==> config.mk <==
export PLATFORM = sky130hd
export DESIGN_NAME = fcp_host
export DESIGN_NICKNAME = d
export VERILOG_FILES = /design/src/include/fcp_pkg.sv /design/src/include/fcp_cycle_if.sv /design/src/rtl/fcp_cycle.sv /design/src/rtl/fcp_host.sv
export SDC_FILE = /design/constraint.sdc
export NUM_CORES = 1
export LEC_CHECK = 0
export ABC_AREA = 1
export BUFFER_PORTS_ARGS = -buffer_cell sky130_fd_sc_hd__buf_2
export CAP_MARGIN = 20
export CORE_ASPECT_RATIO = 0.75
export CORE_UTILIZATION = 60
export DETAILED_ROUTE_END_ITERATION = 10
export PLACE_DENSITY_LB_ADDON = 0.25
export REMOVE_ABC_BUFFERS = 1
export SYNTH_ARGS = -nofsm -noshare
export SYNTH_HDL_FRONTEND = slang
export SYNTH_SLANG_ARGS = --single-unit
==> constraint.sdc <==
create_clock -name CLK_SYS -period 19.4 [get_ports CLK_SYS]
set_clock_uncertainty 0.1 [all_clocks]
set_input_delay 1.94 -clock CLK_SYS [delete_from_list [all_inputs] [get_ports CLK_SYS]]
set_output_delay 1.94 -clock CLK_SYS [all_outputs]
set_load 0.02 [all_outputs]
==> src/include/fcp_pkg.sv <==
// package with command codes, identifier addresses and bus timing counts
package fcp_pkg;
  // command codes
  localparam logic [7:0] CMD_READ_ARRAY   = 8'hFF;
  localparam logic [7:0] CMD_READ_IDENT   = 8'h90;
  localparam logic [7:0] CMD_READ_STATUS  = 8'h70;
  localparam logic [7:0] CMD_CLEAR_STATUS = 8'h50;
  localparam logic [7:0] CMD_ERASE_SETUP  = 8'h20;
  localparam logic [7:0] CMD_CONFIRM      = 8'hD0;
  localparam logic [7:0] CMD_WRITE_SETUP  = 8'h40;
  localparam logic [7:0] CMD_WRITE_ALT    = 8'h10;
  localparam logic [7:0] CMD_SUSPEND      = 8'hB0;
  // identifier word addresses
  localparam logic [18:0] IDENT_MFR_ADDR  = 19'h0_0000;
  localparam logic [18:0] IDENT_DEV_ADDR  = 19'h0_0001;
  // widths
  localparam int ADDR_W = 19;
  localparam int DATA_W = 16;
  // bus phase times in ns, and cycle counts at 250 MHz (rounded up)
  localparam int CLK_PERIOD_PS  = 4000;
  localparam int T_SETUP_NS     = 20;
  localparam int T_STROBE_NS    = 60;
  localparam int T_READ_NS      = 120;
  localparam int T_HOLD_NS      = 20;
  localparam int T_RESET_LOW_NS = 100;
  localparam int SETUP_CYC  = (T_SETUP_NS * 1000 + CLK_PERIOD_PS - 1) / CLK_PERIOD_PS;
  localparam int STROBE_CYC = (T_STROBE_NS * 1000 + CLK_PERIOD_PS - 1) / CLK_PERIOD_PS;
  localparam int READ_CYC   = (T_READ_NS * 1000 + CLK_PERIOD_PS - 1) / CLK_PERIOD_PS;
  localparam int HOLD_CYC   = (T_HOLD_NS * 1000 + CLK_PERIOD_PS - 1) / CLK_PERIOD_PS;
  localparam int RPD_CYC    = (T_RESET_LOW_NS * 1000 + CLK_PERIOD_PS - 1) / CLK_PERIOD_PS;
  localparam int CNT_W      = 8;
  // sequencer operation kinds
  typedef enum logic [3:0] {
    FCP_OP_READ_ARRAY, FCP_OP_READ_IDENT, FCP_OP_READ_STATUS, FCP_OP_CLEAR,
    FCP_OP_ERASE, FCP_OP_WORD_WRITE, FCP_OP_SUSPEND, FCP_OP_RESUME,
    FCP_OP_READ, FCP_OP_POWERDOWN
  } fcp_op_t;
endpackage

==> src/include/fcp_cycle_if.sv <==
// interface between the command sequencer and the bus cycle engine
`timescale 1ns/1ps
interface fcp_cycle_if;
  logic                         start;
  logic                         is_write;
  logic [fcp_pkg::ADDR_W-1:0]   addr;
  logic [fcp_pkg::DATA_W-1:0]   wdata;
  logic                         done;
  logic [fcp_pkg::DATA_W-1:0]   rdata;
  logic                         idle;
  modport seq (output start, output is_write, output addr, output wdata,
               input done, input rdata, input idle);
  modport eng (input start, input is_write, input addr, input wdata,
               output done, output rdata, output idle);
endinterface

==> src/rtl/fcp_cycle.sv <==
// bus cycle engine: one write or read cycle on the flash pins
`timescale 1ns/1ps
module fcp_cycle (
  // clock and reset
  input  wire logic               clk,
  input  wire logic               rst_n,
  // request side
  fcp_cycle_if.eng                cyc,
  // flash pins
  output logic                    ce_n,
  output logic                    oe_n,
  output logic                    we_n,
  output logic [fcp_pkg::ADDR_W-1:0] addr,
  output logic [fcp_pkg::DATA_W-1:0] dq_o,
  output logic                    dq_oe,
  input  wire logic [fcp_pkg::DATA_W-1:0] dq_i
);
  typedef enum logic [2:0] {S_IDLE, S_SETUP, S_STROBE, S_HOLD} fcp_cst_t;
  typedef struct packed {
    fcp_cst_t                      st;
    logic [fcp_pkg::CNT_W-1:0]     cnt;
    logic                          wr;
    logic                          ce_n;
    logic                          oe_n;
    logic                          we_n;
    logic                          dq_oe;
    logic                          done;
    logic [fcp_pkg::ADDR_W-1:0]    addr;
    logic [fcp_pkg::DATA_W-1:0]    wdata;
    logic [fcp_pkg::DATA_W-1:0]    rdata;
  } fcp_cyc_state_t;
  fcp_cyc_state_t s_reg, s_next;
  // synchroniser for returned data: three stages, accepted when two and three agree
  logic [fcp_pkg::DATA_W-1:0] dq_s1_reg, dq_s2_reg, dq_s3_reg;
  always_ff @(posedge clk or negedge rst_n) begin
    if (!rst_n) begin
      dq_s1_reg <= 16'h0000;
      dq_s2_reg <= 16'h0000;
      dq_s3_reg <= 16'h0000;
    end else begin
      dq_s1_reg <= dq_i;
      dq_s2_reg <= dq_s1_reg;
      dq_s3_reg <= dq_s2_reg;
    end
  end
  // phase sequencer; oe and we never low together, ce rises at the end of the hold phase after the strobe
  always_comb begin
    s_next      = s_reg;
    s_next.done = 1'b0;
    case (s_reg.st)
      S_IDLE: begin
        if (cyc.start) begin
          s_next.st    = S_SETUP;
          s_next.wr    = cyc.is_write;
          s_next.addr  = cyc.addr;
          s_next.wdata = cyc.wdata;
          s_next.ce_n  = 1'b0;
          s_next.dq_oe = cyc.is_write;
          s_next.cnt   = fcp_pkg::CNT_W'(fcp_pkg::SETUP_CYC);
        end
      end
      S_SETUP: begin
        if (s_reg.cnt <= 8'h01) begin
          s_next.st = S_STROBE;
          if (s_reg.wr) s_next.we_n = 1'b0;
          else s_next.oe_n = 1'b0;
          s_next.cnt = fcp_pkg::CNT_W'(s_reg.wr ? fcp_pkg::STROBE_CYC : fcp_pkg::READ_CYC);
        end else s_next.cnt = s_reg.cnt - 8'h01;
      end
      S_STROBE: begin
        if (s_reg.cnt <= 8'h01) begin
          // write strobe rises first so the device latches on we
          s_next.st   = S_HOLD;
          s_next.we_n = 1'b1;
          s_next.oe_n = 1'b1;
          if (!s_reg.wr) s_next.rdata = (dq_s2_reg == dq_s3_reg) ? dq_s3_reg : s_reg.rdata;
          s_next.cnt  = fcp_pkg::CNT_W'(fcp_pkg::HOLD_CYC);
        end else s_next.cnt = s_reg.cnt - 8'h01;
      end
      S_HOLD: begin
        if (s_reg.cnt <= 8'h01) begin
          s_next.st    = S_IDLE;
          s_next.ce_n  = 1'b1;
          s_next.dq_oe = 1'b0;
          s_next.done  = 1'b1;
        end else s_next.cnt = s_reg.cnt - 8'h01;
      end
      default: s_next.st = S_IDLE;
    endcase
  end
  always_ff @(posedge clk or negedge rst_n) begin
    if (!rst_n) begin
      s_reg       <= '0;
      s_reg.st    <= S_IDLE;
      s_reg.ce_n  <= 1'b1;
      s_reg.oe_n  <= 1'b1;
      s_reg.we_n  <= 1'b1;
    end else s_reg <= s_next;
  end
  assign ce_n      = s_reg.ce_n;
  assign oe_n      = s_reg.oe_n;
  assign we_n      = s_reg.we_n;
  assign addr      = s_reg.addr;
  assign dq_o      = s_reg.wdata;
  assign dq_oe     = s_reg.dq_oe;
  assign cyc.done  = s_reg.done;
  assign cyc.rdata = s_reg.rdata;
  assign cyc.idle  = (s_reg.st == S_IDLE) && !cyc.start;
endmodule

==> src/rtl/fcp_host.sv <==
// host controller that drives the flash command port through its pins
//
// Summary of operation
// a command is written only with chip select and write strobe both low
// device latches address and data on the first rising strobe edge
// commands with no address go out at any address of the device
// ready_busy_n low means erase or word write is running
// host never drives output enable and write strobe low together
// array-read after power-up, power-down exit, or read-array code
// in array-read mode every read returns array contents
// read-array is ignored while an operation runs unless suspended
// identifier reads: address zero maker code, address one device code
// identifier mode lasts until another valid command is written
// status-read code makes every later read return status
// status latched at strobe fall; raise it between reads for fresh status
// block erase is setup then confirm, both at a block address
// either word write setup code is accepted
// second word write cycle carries the target address and data
// boot blocks alter only with protect high or unlock level on reset
// host writes only defined command codes
// erase and word write succeed only with valid programming supply
// read commands work at any supply level
// clear-status code clears the sticky error flags
// error flags stay set until a clear-status command; the flash model also clears them when reset_powerdown_n goes low
// after erase or word write starts, reads return status
// confirm code during suspend resumes the operation
// reset low aborts operation and returns to array-read
`timescale 1ns/1ps
module fcp_host (
  // clock and reset
  input  wire logic        CLK_SYS,
  input  wire logic        RESETN,
  // user request: one operation per pulse of REQ_VALID
  input  wire logic        REQ_VALID,
  input  wire fcp_pkg::fcp_op_t REQ_OP,
  input  wire logic [18:0] REQ_ADDR,
  input  wire logic [15:0] REQ_DATA,
  output logic             REQ_READY,
  // user answer
  output logic             RSP_VALID,
  output logic [15:0]      RSP_DATA,
  output logic             DEVICE_BUSY,
  // flash pins
  output logic             CE_N,
  output logic             OE_N,
  output logic             WE_N,
  output logic             RESET_POWERDOWN_N,
  output logic [18:0]      ADDR,
  output logic [15:0]      DATA_BUS_O,
  output logic             DATA_BUS_OE,
  input  wire logic [15:0] DATA_BUS_I,
  input  wire logic        READY_BUSY_N
);
  typedef enum logic [2:0] {H_IDLE, H_CYC1, H_CYC2, H_PD_LOW, H_DONE} fcp_hst_t;
  typedef struct packed {
    fcp_hst_t                  st;
    fcp_pkg::fcp_op_t          op;
    logic [18:0]               addr;
    logic [15:0]               data;
    logic [7:0]                cnt;
    logic                      start;
    logic                      is_write;
    logic [18:0]               c_addr;
    logic [15:0]               c_data;
    logic                      rpd_n;
    logic                      rsp;
    logic [15:0]               rdata;
  } fcp_host_state_t;
  fcp_host_state_t s_reg, s_next;
  logic rst_s1_reg, rst_s2_reg;
  logic rb_s1_reg, rb_s2_reg, rb_s3_reg, busy_reg;
  fcp_cycle_if cyc ();
  // reset release through two flops
  always_ff @(posedge CLK_SYS or negedge RESETN) begin
    if (!RESETN) begin
      rst_s1_reg <= 1'b0;
      rst_s2_reg <= 1'b0;
    end else begin
      rst_s1_reg <= 1'b1;
      rst_s2_reg <= rst_s1_reg;
    end
  end
  // ready/busy pin through three flops; busy taken once stages two and three agree
  always_ff @(posedge CLK_SYS or negedge rst_s2_reg) begin
    if (!rst_s2_reg) begin
      rb_s1_reg <= 1'b1;
      rb_s2_reg <= 1'b1;
      rb_s3_reg <= 1'b1;
      busy_reg  <= 1'b0;
    end else begin
      rb_s1_reg <= READY_BUSY_N;
      rb_s2_reg <= rb_s1_reg;
      rb_s3_reg <= rb_s2_reg;
      if (rb_s2_reg == rb_s3_reg) busy_reg <= !rb_s3_reg;
    end
  end
  fcp_cycle u_cycle (
    .clk   (CLK_SYS),
    .rst_n (rst_s2_reg),
    .cyc   (cyc.eng),
    .ce_n  (CE_N),
    .oe_n  (OE_N),
    .we_n  (WE_N),
    .addr  (ADDR),
    .dq_o  (DATA_BUS_O),
    .dq_oe (DATA_BUS_OE),
    .dq_i  (DATA_BUS_I)
  );
  assign cyc.start    = s_reg.start;
  assign cyc.is_write = s_reg.is_write;
  assign cyc.addr     = s_reg.c_addr;
  assign cyc.wdata    = s_reg.c_data;
  // command sequencer: maps each operation except power-down onto one or two bus cycles
  always_comb begin
    s_next       = s_reg;
    s_next.start = 1'b0;
    s_next.rsp   = 1'b0;
    case (s_reg.st)
      H_IDLE: begin
        // the pin is released once our own reset is over and stays high between operations
        s_next.rpd_n = 1'b1;
        if (REQ_VALID) begin
          s_next.op       = REQ_OP;
          s_next.addr     = REQ_ADDR;
          s_next.data     = REQ_DATA;
          s_next.c_addr   = REQ_ADDR;
          s_next.is_write = 1'b1;
          s_next.start    = 1'b1;
          s_next.st       = H_CYC1;
          case (REQ_OP)
            fcp_pkg::FCP_OP_READ_ARRAY:  s_next.c_data = {8'h00, fcp_pkg::CMD_READ_ARRAY};
            fcp_pkg::FCP_OP_READ_IDENT:  s_next.c_data = {8'h00, fcp_pkg::CMD_READ_IDENT};
            fcp_pkg::FCP_OP_READ_STATUS: s_next.c_data = {8'h00, fcp_pkg::CMD_READ_STATUS};
            fcp_pkg::FCP_OP_CLEAR:       s_next.c_data = {8'h00, fcp_pkg::CMD_CLEAR_STATUS};
            fcp_pkg::FCP_OP_ERASE:       s_next.c_data = {8'h00, fcp_pkg::CMD_ERASE_SETUP};
            fcp_pkg::FCP_OP_WORD_WRITE:  s_next.c_data = {8'h00, fcp_pkg::CMD_WRITE_SETUP};
            fcp_pkg::FCP_OP_SUSPEND:     s_next.c_data = {8'h00, fcp_pkg::CMD_SUSPEND};
            fcp_pkg::FCP_OP_RESUME:      s_next.c_data = {8'h00, fcp_pkg::CMD_CONFIRM};
            fcp_pkg::FCP_OP_READ: begin
              s_next.is_write = 1'b0;
              s_next.c_data   = 16'h0000;
            end
            fcp_pkg::FCP_OP_POWERDOWN: begin
              // pulse reset low; the device aborts and returns to array read
              s_next.start = 1'b0;
              s_next.rpd_n = 1'b0;
              s_next.cnt   = 8'(fcp_pkg::RPD_CYC);
              s_next.st    = H_PD_LOW;
            end
            // undefined operation codes are never put on the bus
            default: begin
              s_next.start = 1'b0;
              s_next.st    = H_DONE;
            end
          endcase
        end
      end
      H_CYC1: begin
        if (cyc.done) begin
          if (s_reg.op == fcp_pkg::FCP_OP_ERASE) begin
            s_next.c_addr = s_reg.addr;
            s_next.c_data = {8'h00, fcp_pkg::CMD_CONFIRM};
            s_next.start  = 1'b1;
            s_next.st     = H_CYC2;
          end else if (s_reg.op == fcp_pkg::FCP_OP_WORD_WRITE) begin
            s_next.c_addr = s_reg.addr;
            s_next.c_data = s_reg.data;
            s_next.start  = 1'b1;
            s_next.st     = H_CYC2;
          end else begin
            s_next.rdata = cyc.rdata;
            s_next.st    = H_DONE;
          end
        end
      end
      H_CYC2: if (cyc.done) s_next.st = H_DONE;
      H_PD_LOW: begin
        if (s_reg.cnt <= 8'h01) begin
          s_next.rpd_n = 1'b1;
          s_next.st    = H_DONE;
        end else s_next.cnt = s_reg.cnt - 8'h01;
      end
      H_DONE: begin
        s_next.rsp = 1'b1;
        s_next.st  = H_IDLE;
      end
      default: s_next.st = H_IDLE;
    endcase
  end
  always_ff @(posedge CLK_SYS or negedge rst_s2_reg) begin
    if (!rst_s2_reg) begin
      s_reg       <= '0;
      s_reg.st    <= H_IDLE;
      s_reg.rpd_n <= 1'b0;
    end else begin
      s_reg <= s_next;
    end
  end
  // reset pin straight from a flop: low through our own reset and the power-down pulse
  assign RESET_POWERDOWN_N = s_reg.rpd_n;
  assign REQ_READY   = (s_reg.st == H_IDLE) && cyc.idle;
  assign RSP_VALID   = s_reg.rsp;
  assign RSP_DATA    = s_reg.rdata;
  assign DEVICE_BUSY = busy_reg;
endmodule

# Word-level counts from Yosys, hierarchy flattened
# Cells that the tools add are included.
# W data, S select, Z words.
[word_totals]
regBits = 227
input_bits = 59
wordCells = 148
[op_classes]
n_addsub = 2
magnitude_cmp = 2
n_eq_ne = 35
n_mux = 47
bitwise = 3
n_reduce_logical = 27
[ops]
columns = ["op", "count"]
rows = [
  ["$pmux W16 S9", 1],
  ["$mux W35", 3],
  ["$mux W88", 1],
  ["$pmux W35 S2", 1],
  ["$mux W8", 5],
  ["$pmux W8 S4", 1],
  ["$reduce_and A4 Y1", 8],
  ["$eq A4 B3 Y1 const B", 6],
  ["$mux W3", 8],
  ["$pmux W3 S4", 2],
  ["$eq A16 B16 Y1", 1],
  ["$le A8 B1 Y1 const B", 2],
  ["$pmux W8 S2", 1],
  ["$sub A8 B1 Y8 const B", 2],
  ["$ne A2 B1 Y1 const B", 7],
  ["$mux W1", 13],
  ["$mux W13", 1],
  ["$eq A3 B2 Y1 const B", 4],
  ["$ne A2 B2 Y1 const B", 6],
  ["$ne A10 B1 Y1 const B", 1],
  ["$reduce_or A9 Y1", 1],
  ["$eq A4 B2 Y1 const B", 2],
  ["$eq A4 B4 Y1 const B", 2],
  ["$pmux W1 S2", 4],
  ["other kinds (19)", 33],
]

# Longest topological paths before layout
[depth]
word_depth = 5
depth_mapped = 11

# Cells and area by module
# Synthesis repeated with hierarchy kept, for this count alone.
[hier_totals]
hier_cells = 1088
hier_area_um2 = 10057.1
[by_module_without_submodules]
columns = ["mod", "instances", "cells_per_inst", "area_per_inst_um2", "seq_area_each_um2"]
rows = [
  ["fcp_host", 1, 621, 5108.6, 2781.4],
  ["fcp_cycle", 1, 467, 4948.5, 2881.5],
]

# Least setup slack after synthesis
# Ideal clock, no wire load.
[synth_path]
path_kind = "reg2out"
from = "register u_cycle.s_reg[65] (netlist name)"
to = "output REQ_READY"
arrival_ps = 1244
t_required_ps = 17360
path_slack_ps = 16116
path_stages_with_launch = 7
n_path_buf = 0
path_cell_list = "dfrtp_1 -> inv_1 -> ha_1 -> inv_1 -> nor2_1 -> inv_1 -> nor2_1"
[synth_between]
elab_chain_len = 3
[synth_lines]
columns = ["item", "line", "rtl"]
rows = [
  ["start: declaration", "fcp_cycle.sv:32", "fcp_cyc_state_t s_reg, s_next;"],
  ["start signal: assignment", "fcp_cycle.sv:98", "end else s_reg <= s_next;"],
  ["$logic_not A3 Y1", "fcp_cycle.sv:108", "assign cyc.idle = (s_reg.st == S_IDLE) && !cyc.start;"],
  ["$logic_and A1 B1 Y1", "fcp_cycle.sv:108", ""],
  ["$logic_and A1 B1 Y1", "fcp_host.sv:201", "assign REQ_READY = (s_reg.st == H_IDLE) && cyc.idle;"],
  ["end: declaration", "fcp_host.sv:38", "output logic REQ_READY,"],
]
# No other way between the ends.

# Worst setup path after layout
[layout_path]
from = "register u_cycle.s_reg[66] (netlist name)"
to = "output REQ_READY"
# Same word-level chain as after synthesis.

==> results_dict.tcl <==
set metrics [dict create \
    synth_area_leader_cell "dfrtp_1" \
    vdd_drop_max_uv 53.2 \
    design_area_um2 10900 \
    crit_path_end "REQ_READY" \
    layout_common_cells "nand2_1, dfrtp_1, buf_2, inv_1, o21ai_0" \
    slew_violations 0 \
    cts-hold-fix-buffers 0 \
    async_flop_share_pct 100 \
    place_area_um2 10100 \
    route.detailed.drc 0 \
    grt_pass1_vias 6531 \
    reg2reg_to "cyc.wdata[0]" \
    tritoncts "yes" \
    startpoint "u_cycle.s_reg[66]" \
    p_leak_nw 5.87 \
    cts.sinks 226 \
    clock-root-buffer "clkbuf_16" \
    yosys.area_share.adder_pct 1.15 \
    drive_gt1_share_pct 22.1 \
    yosysSeqAreaShare_pct 58.0 \
    vias 6694 \
    final_util_pct 69.9 \
    synth_mux_area_share_pct 5.34 \
    hold_viol_final 0 \
    synth_edf_count 0 \
    final_common_cell "nand2_1" \
    yosysTopAreaCellShare_pct 56.4 \
    drt_wl_total_um 18900 \
    num_rows 39 \
    yosys.area_share.simple_pct 17.9 \
    cap_violations 0 \
    synth_compound_area_share_pct 6.82 \
    synth-seq-cells 226 \
    antenna_found_initial 0 \
    place.gp.congestion 0.857 \
    grt_pass1_wl_um 32100 \
    io-pin-count 118 \
    cp-end-kind "output port" \
    place_hpwl_um 12900 \
    outcome "completed" \
    die_y_um 112 \
    crit-reg2reg-launch "s_reg[104]" \
    area_growth_pct 11.5 \
    worstMarginPinSlew_ns 0.880 \
    track_usage_pct 24.1 \
    period_needed_ns 3.92 \
    power_density_nw_per_um2 89.4 \
    worstPathArrival_ns 1.88 \
    dieArea_um2 16800 \
    cts_resized 0 \
    ff2ff_setup_slack_ns 16.70 \
    drt-initial-drc-count 456 \
    min_path_type "flip-flop to async pin" \
    fin_crit_sh_pct 20.2 \
    ant_nets 0 \
    grt_overflow 0 \
    synthFlopType "dfrtp_1" \
    synth_area_um2 9760 \
    synth_warnings 0 \
    finish.net_count 1146 \
    synth-xor-area-share_pct 0.718 \
    portBuffers 117 \
    finalSetupTns_ns 0 \
    antennaDiodeCount 0 \
    max-slew-margin-rel_pct 41.2 \
    start_util_pct 62.7 \
    crit_fanout 4 \
    cts_setup_buffers 0 \
    synth_cell_types 40 \
    setup_viol 0 \
    die_x_um 149 \
    rsz0062_at_grt "false" \
    avgRoutedWirePerCell_um 14.5 \
    max_freq_mhz 255 \
    vias_per_cell 5.15 \
    final_cell_count_no_fill 1299 \
    largest_reg_flops 50 \
    h-tree-depth 1 \
    clk_latency_ns 0.50 \
    cp.required_ns 17.36 \
    path_clk_slew_ns 0.06 \
    synth_area_leaders "dfrtp_1, nand2_1, buf_4" \
    core_area_um2 15600 \
    cp-start-kind "flip-flop" \
    ff2ff_path_depth 8 \
    numCtsBuffers 22 \
    grt_start_max_net_pins 70 \
    postSynthCellCount 1011 \
    placed_cells 1259 \
    finalPower_mw 0.973 \
    postSynthAreaPerCell_um2 9.66 \
    synth_top_family_by_area "simple AND/OR/NAND/NOR gates" \
    drtPass1Iterations 5 \
    cts_max_path_buffers 3 \
    path_class "flip-flop to output port" \
]
-- worst max-delay path: stages (launching register included) --
cell and delay [ns]:
dfrtp_1 0.42, inv_1 0.12, ha_1 0.24, inv_1 0.06, nor2_1 0.16, inv_1 0.12, nor2_1 0.10, buf_2 0.17
-- worst min path at each step --
stage,from,endpoint,slack (ns)
final,rst_s2_reg,u_cycle.dq_s1_reg[7],0.11
after global routing,rst_s2_reg,u_cycle.dq_s1_reg[13],0.15
after CTS,rst_s2_reg,u_cycle.dq_s1_reg[7],0.12
after detailed placement,rst_s2_reg,u_cycle.dq_s1_reg[14],0.12
after global placement,rst_s2_reg,u_cycle.dq_s1_reg[14],0.12
after floorplan,rst_s1_reg,rst_s2_reg,0.23
-- synth_stat cells, types with 3 or more instances --
master / number
a21oi_1: 11
a31oi_1: 6
buf_2: 9
buf_4: 60
clkbuf_1: 7
dfrtp_1: 220
dfstp_2: 6
ha_1: 9
inv_1: 108
inv_2: 5
mux2_2: 33
mux2_4: 10
nand2_1: 278
nand2_2: 4
nand3_1: 28
nand4_1: 23
nor2_1: 46
nor2_2: 4
nor3_1: 4
o21ai_0: 84
o21ai_1: 23
or2_2: 3
xnor2_1: 4
xor2_1: 4
-- cell families (layout without fill, tap and decap cells) --
kind of cell	count (synthesis)	count (layout)
simple gates	402	402
flops	226	226
buf+inv	193	276
compound gates	129	129
mux	43	43
fa+ha+maj	9	9
xor+xnor	8	8
other cells	1	1
-- where the power goes --
part / switching (mW) / internal, mW
Sequential: 0.00639 / 0.483
Combinational: 0.0218 / 0.0108
Clock: 0.179 / 0.272
Total: 0.207 / 0.765
-- area by class of cell --
type	count	area, um^2
inverter	113	424
multi-input combinational	592	3120
timing repair buffer	123	631
tap	205	256
clock buffer	27	631
sequential	226	5670
fill	1153	4680
clock inverter	13	150
-- stage by stage --
step	setup WS [ns]	hold WS, ns
after detailed placement	15.35	0.116
after CTS	15.45	0.122
after global routing	15.33	0.148
after floorplan	12.55	0.231
after global placement	15.43	0.117
final	15.48	0.110
-- metal layers --
layer  vias up  share of wire (%)  routed length [um]  track usage, %
li1       3309                  -                   -               -
met2       169                 47                8850            39.3
met4         0                2.1                 399            5.92
met1      3184                 45                8460            32.9
met5         -                  0                   0               0
met3        32                6.1                1140            5.20
No activity file was read; power rests on OpenSTA's default activity.
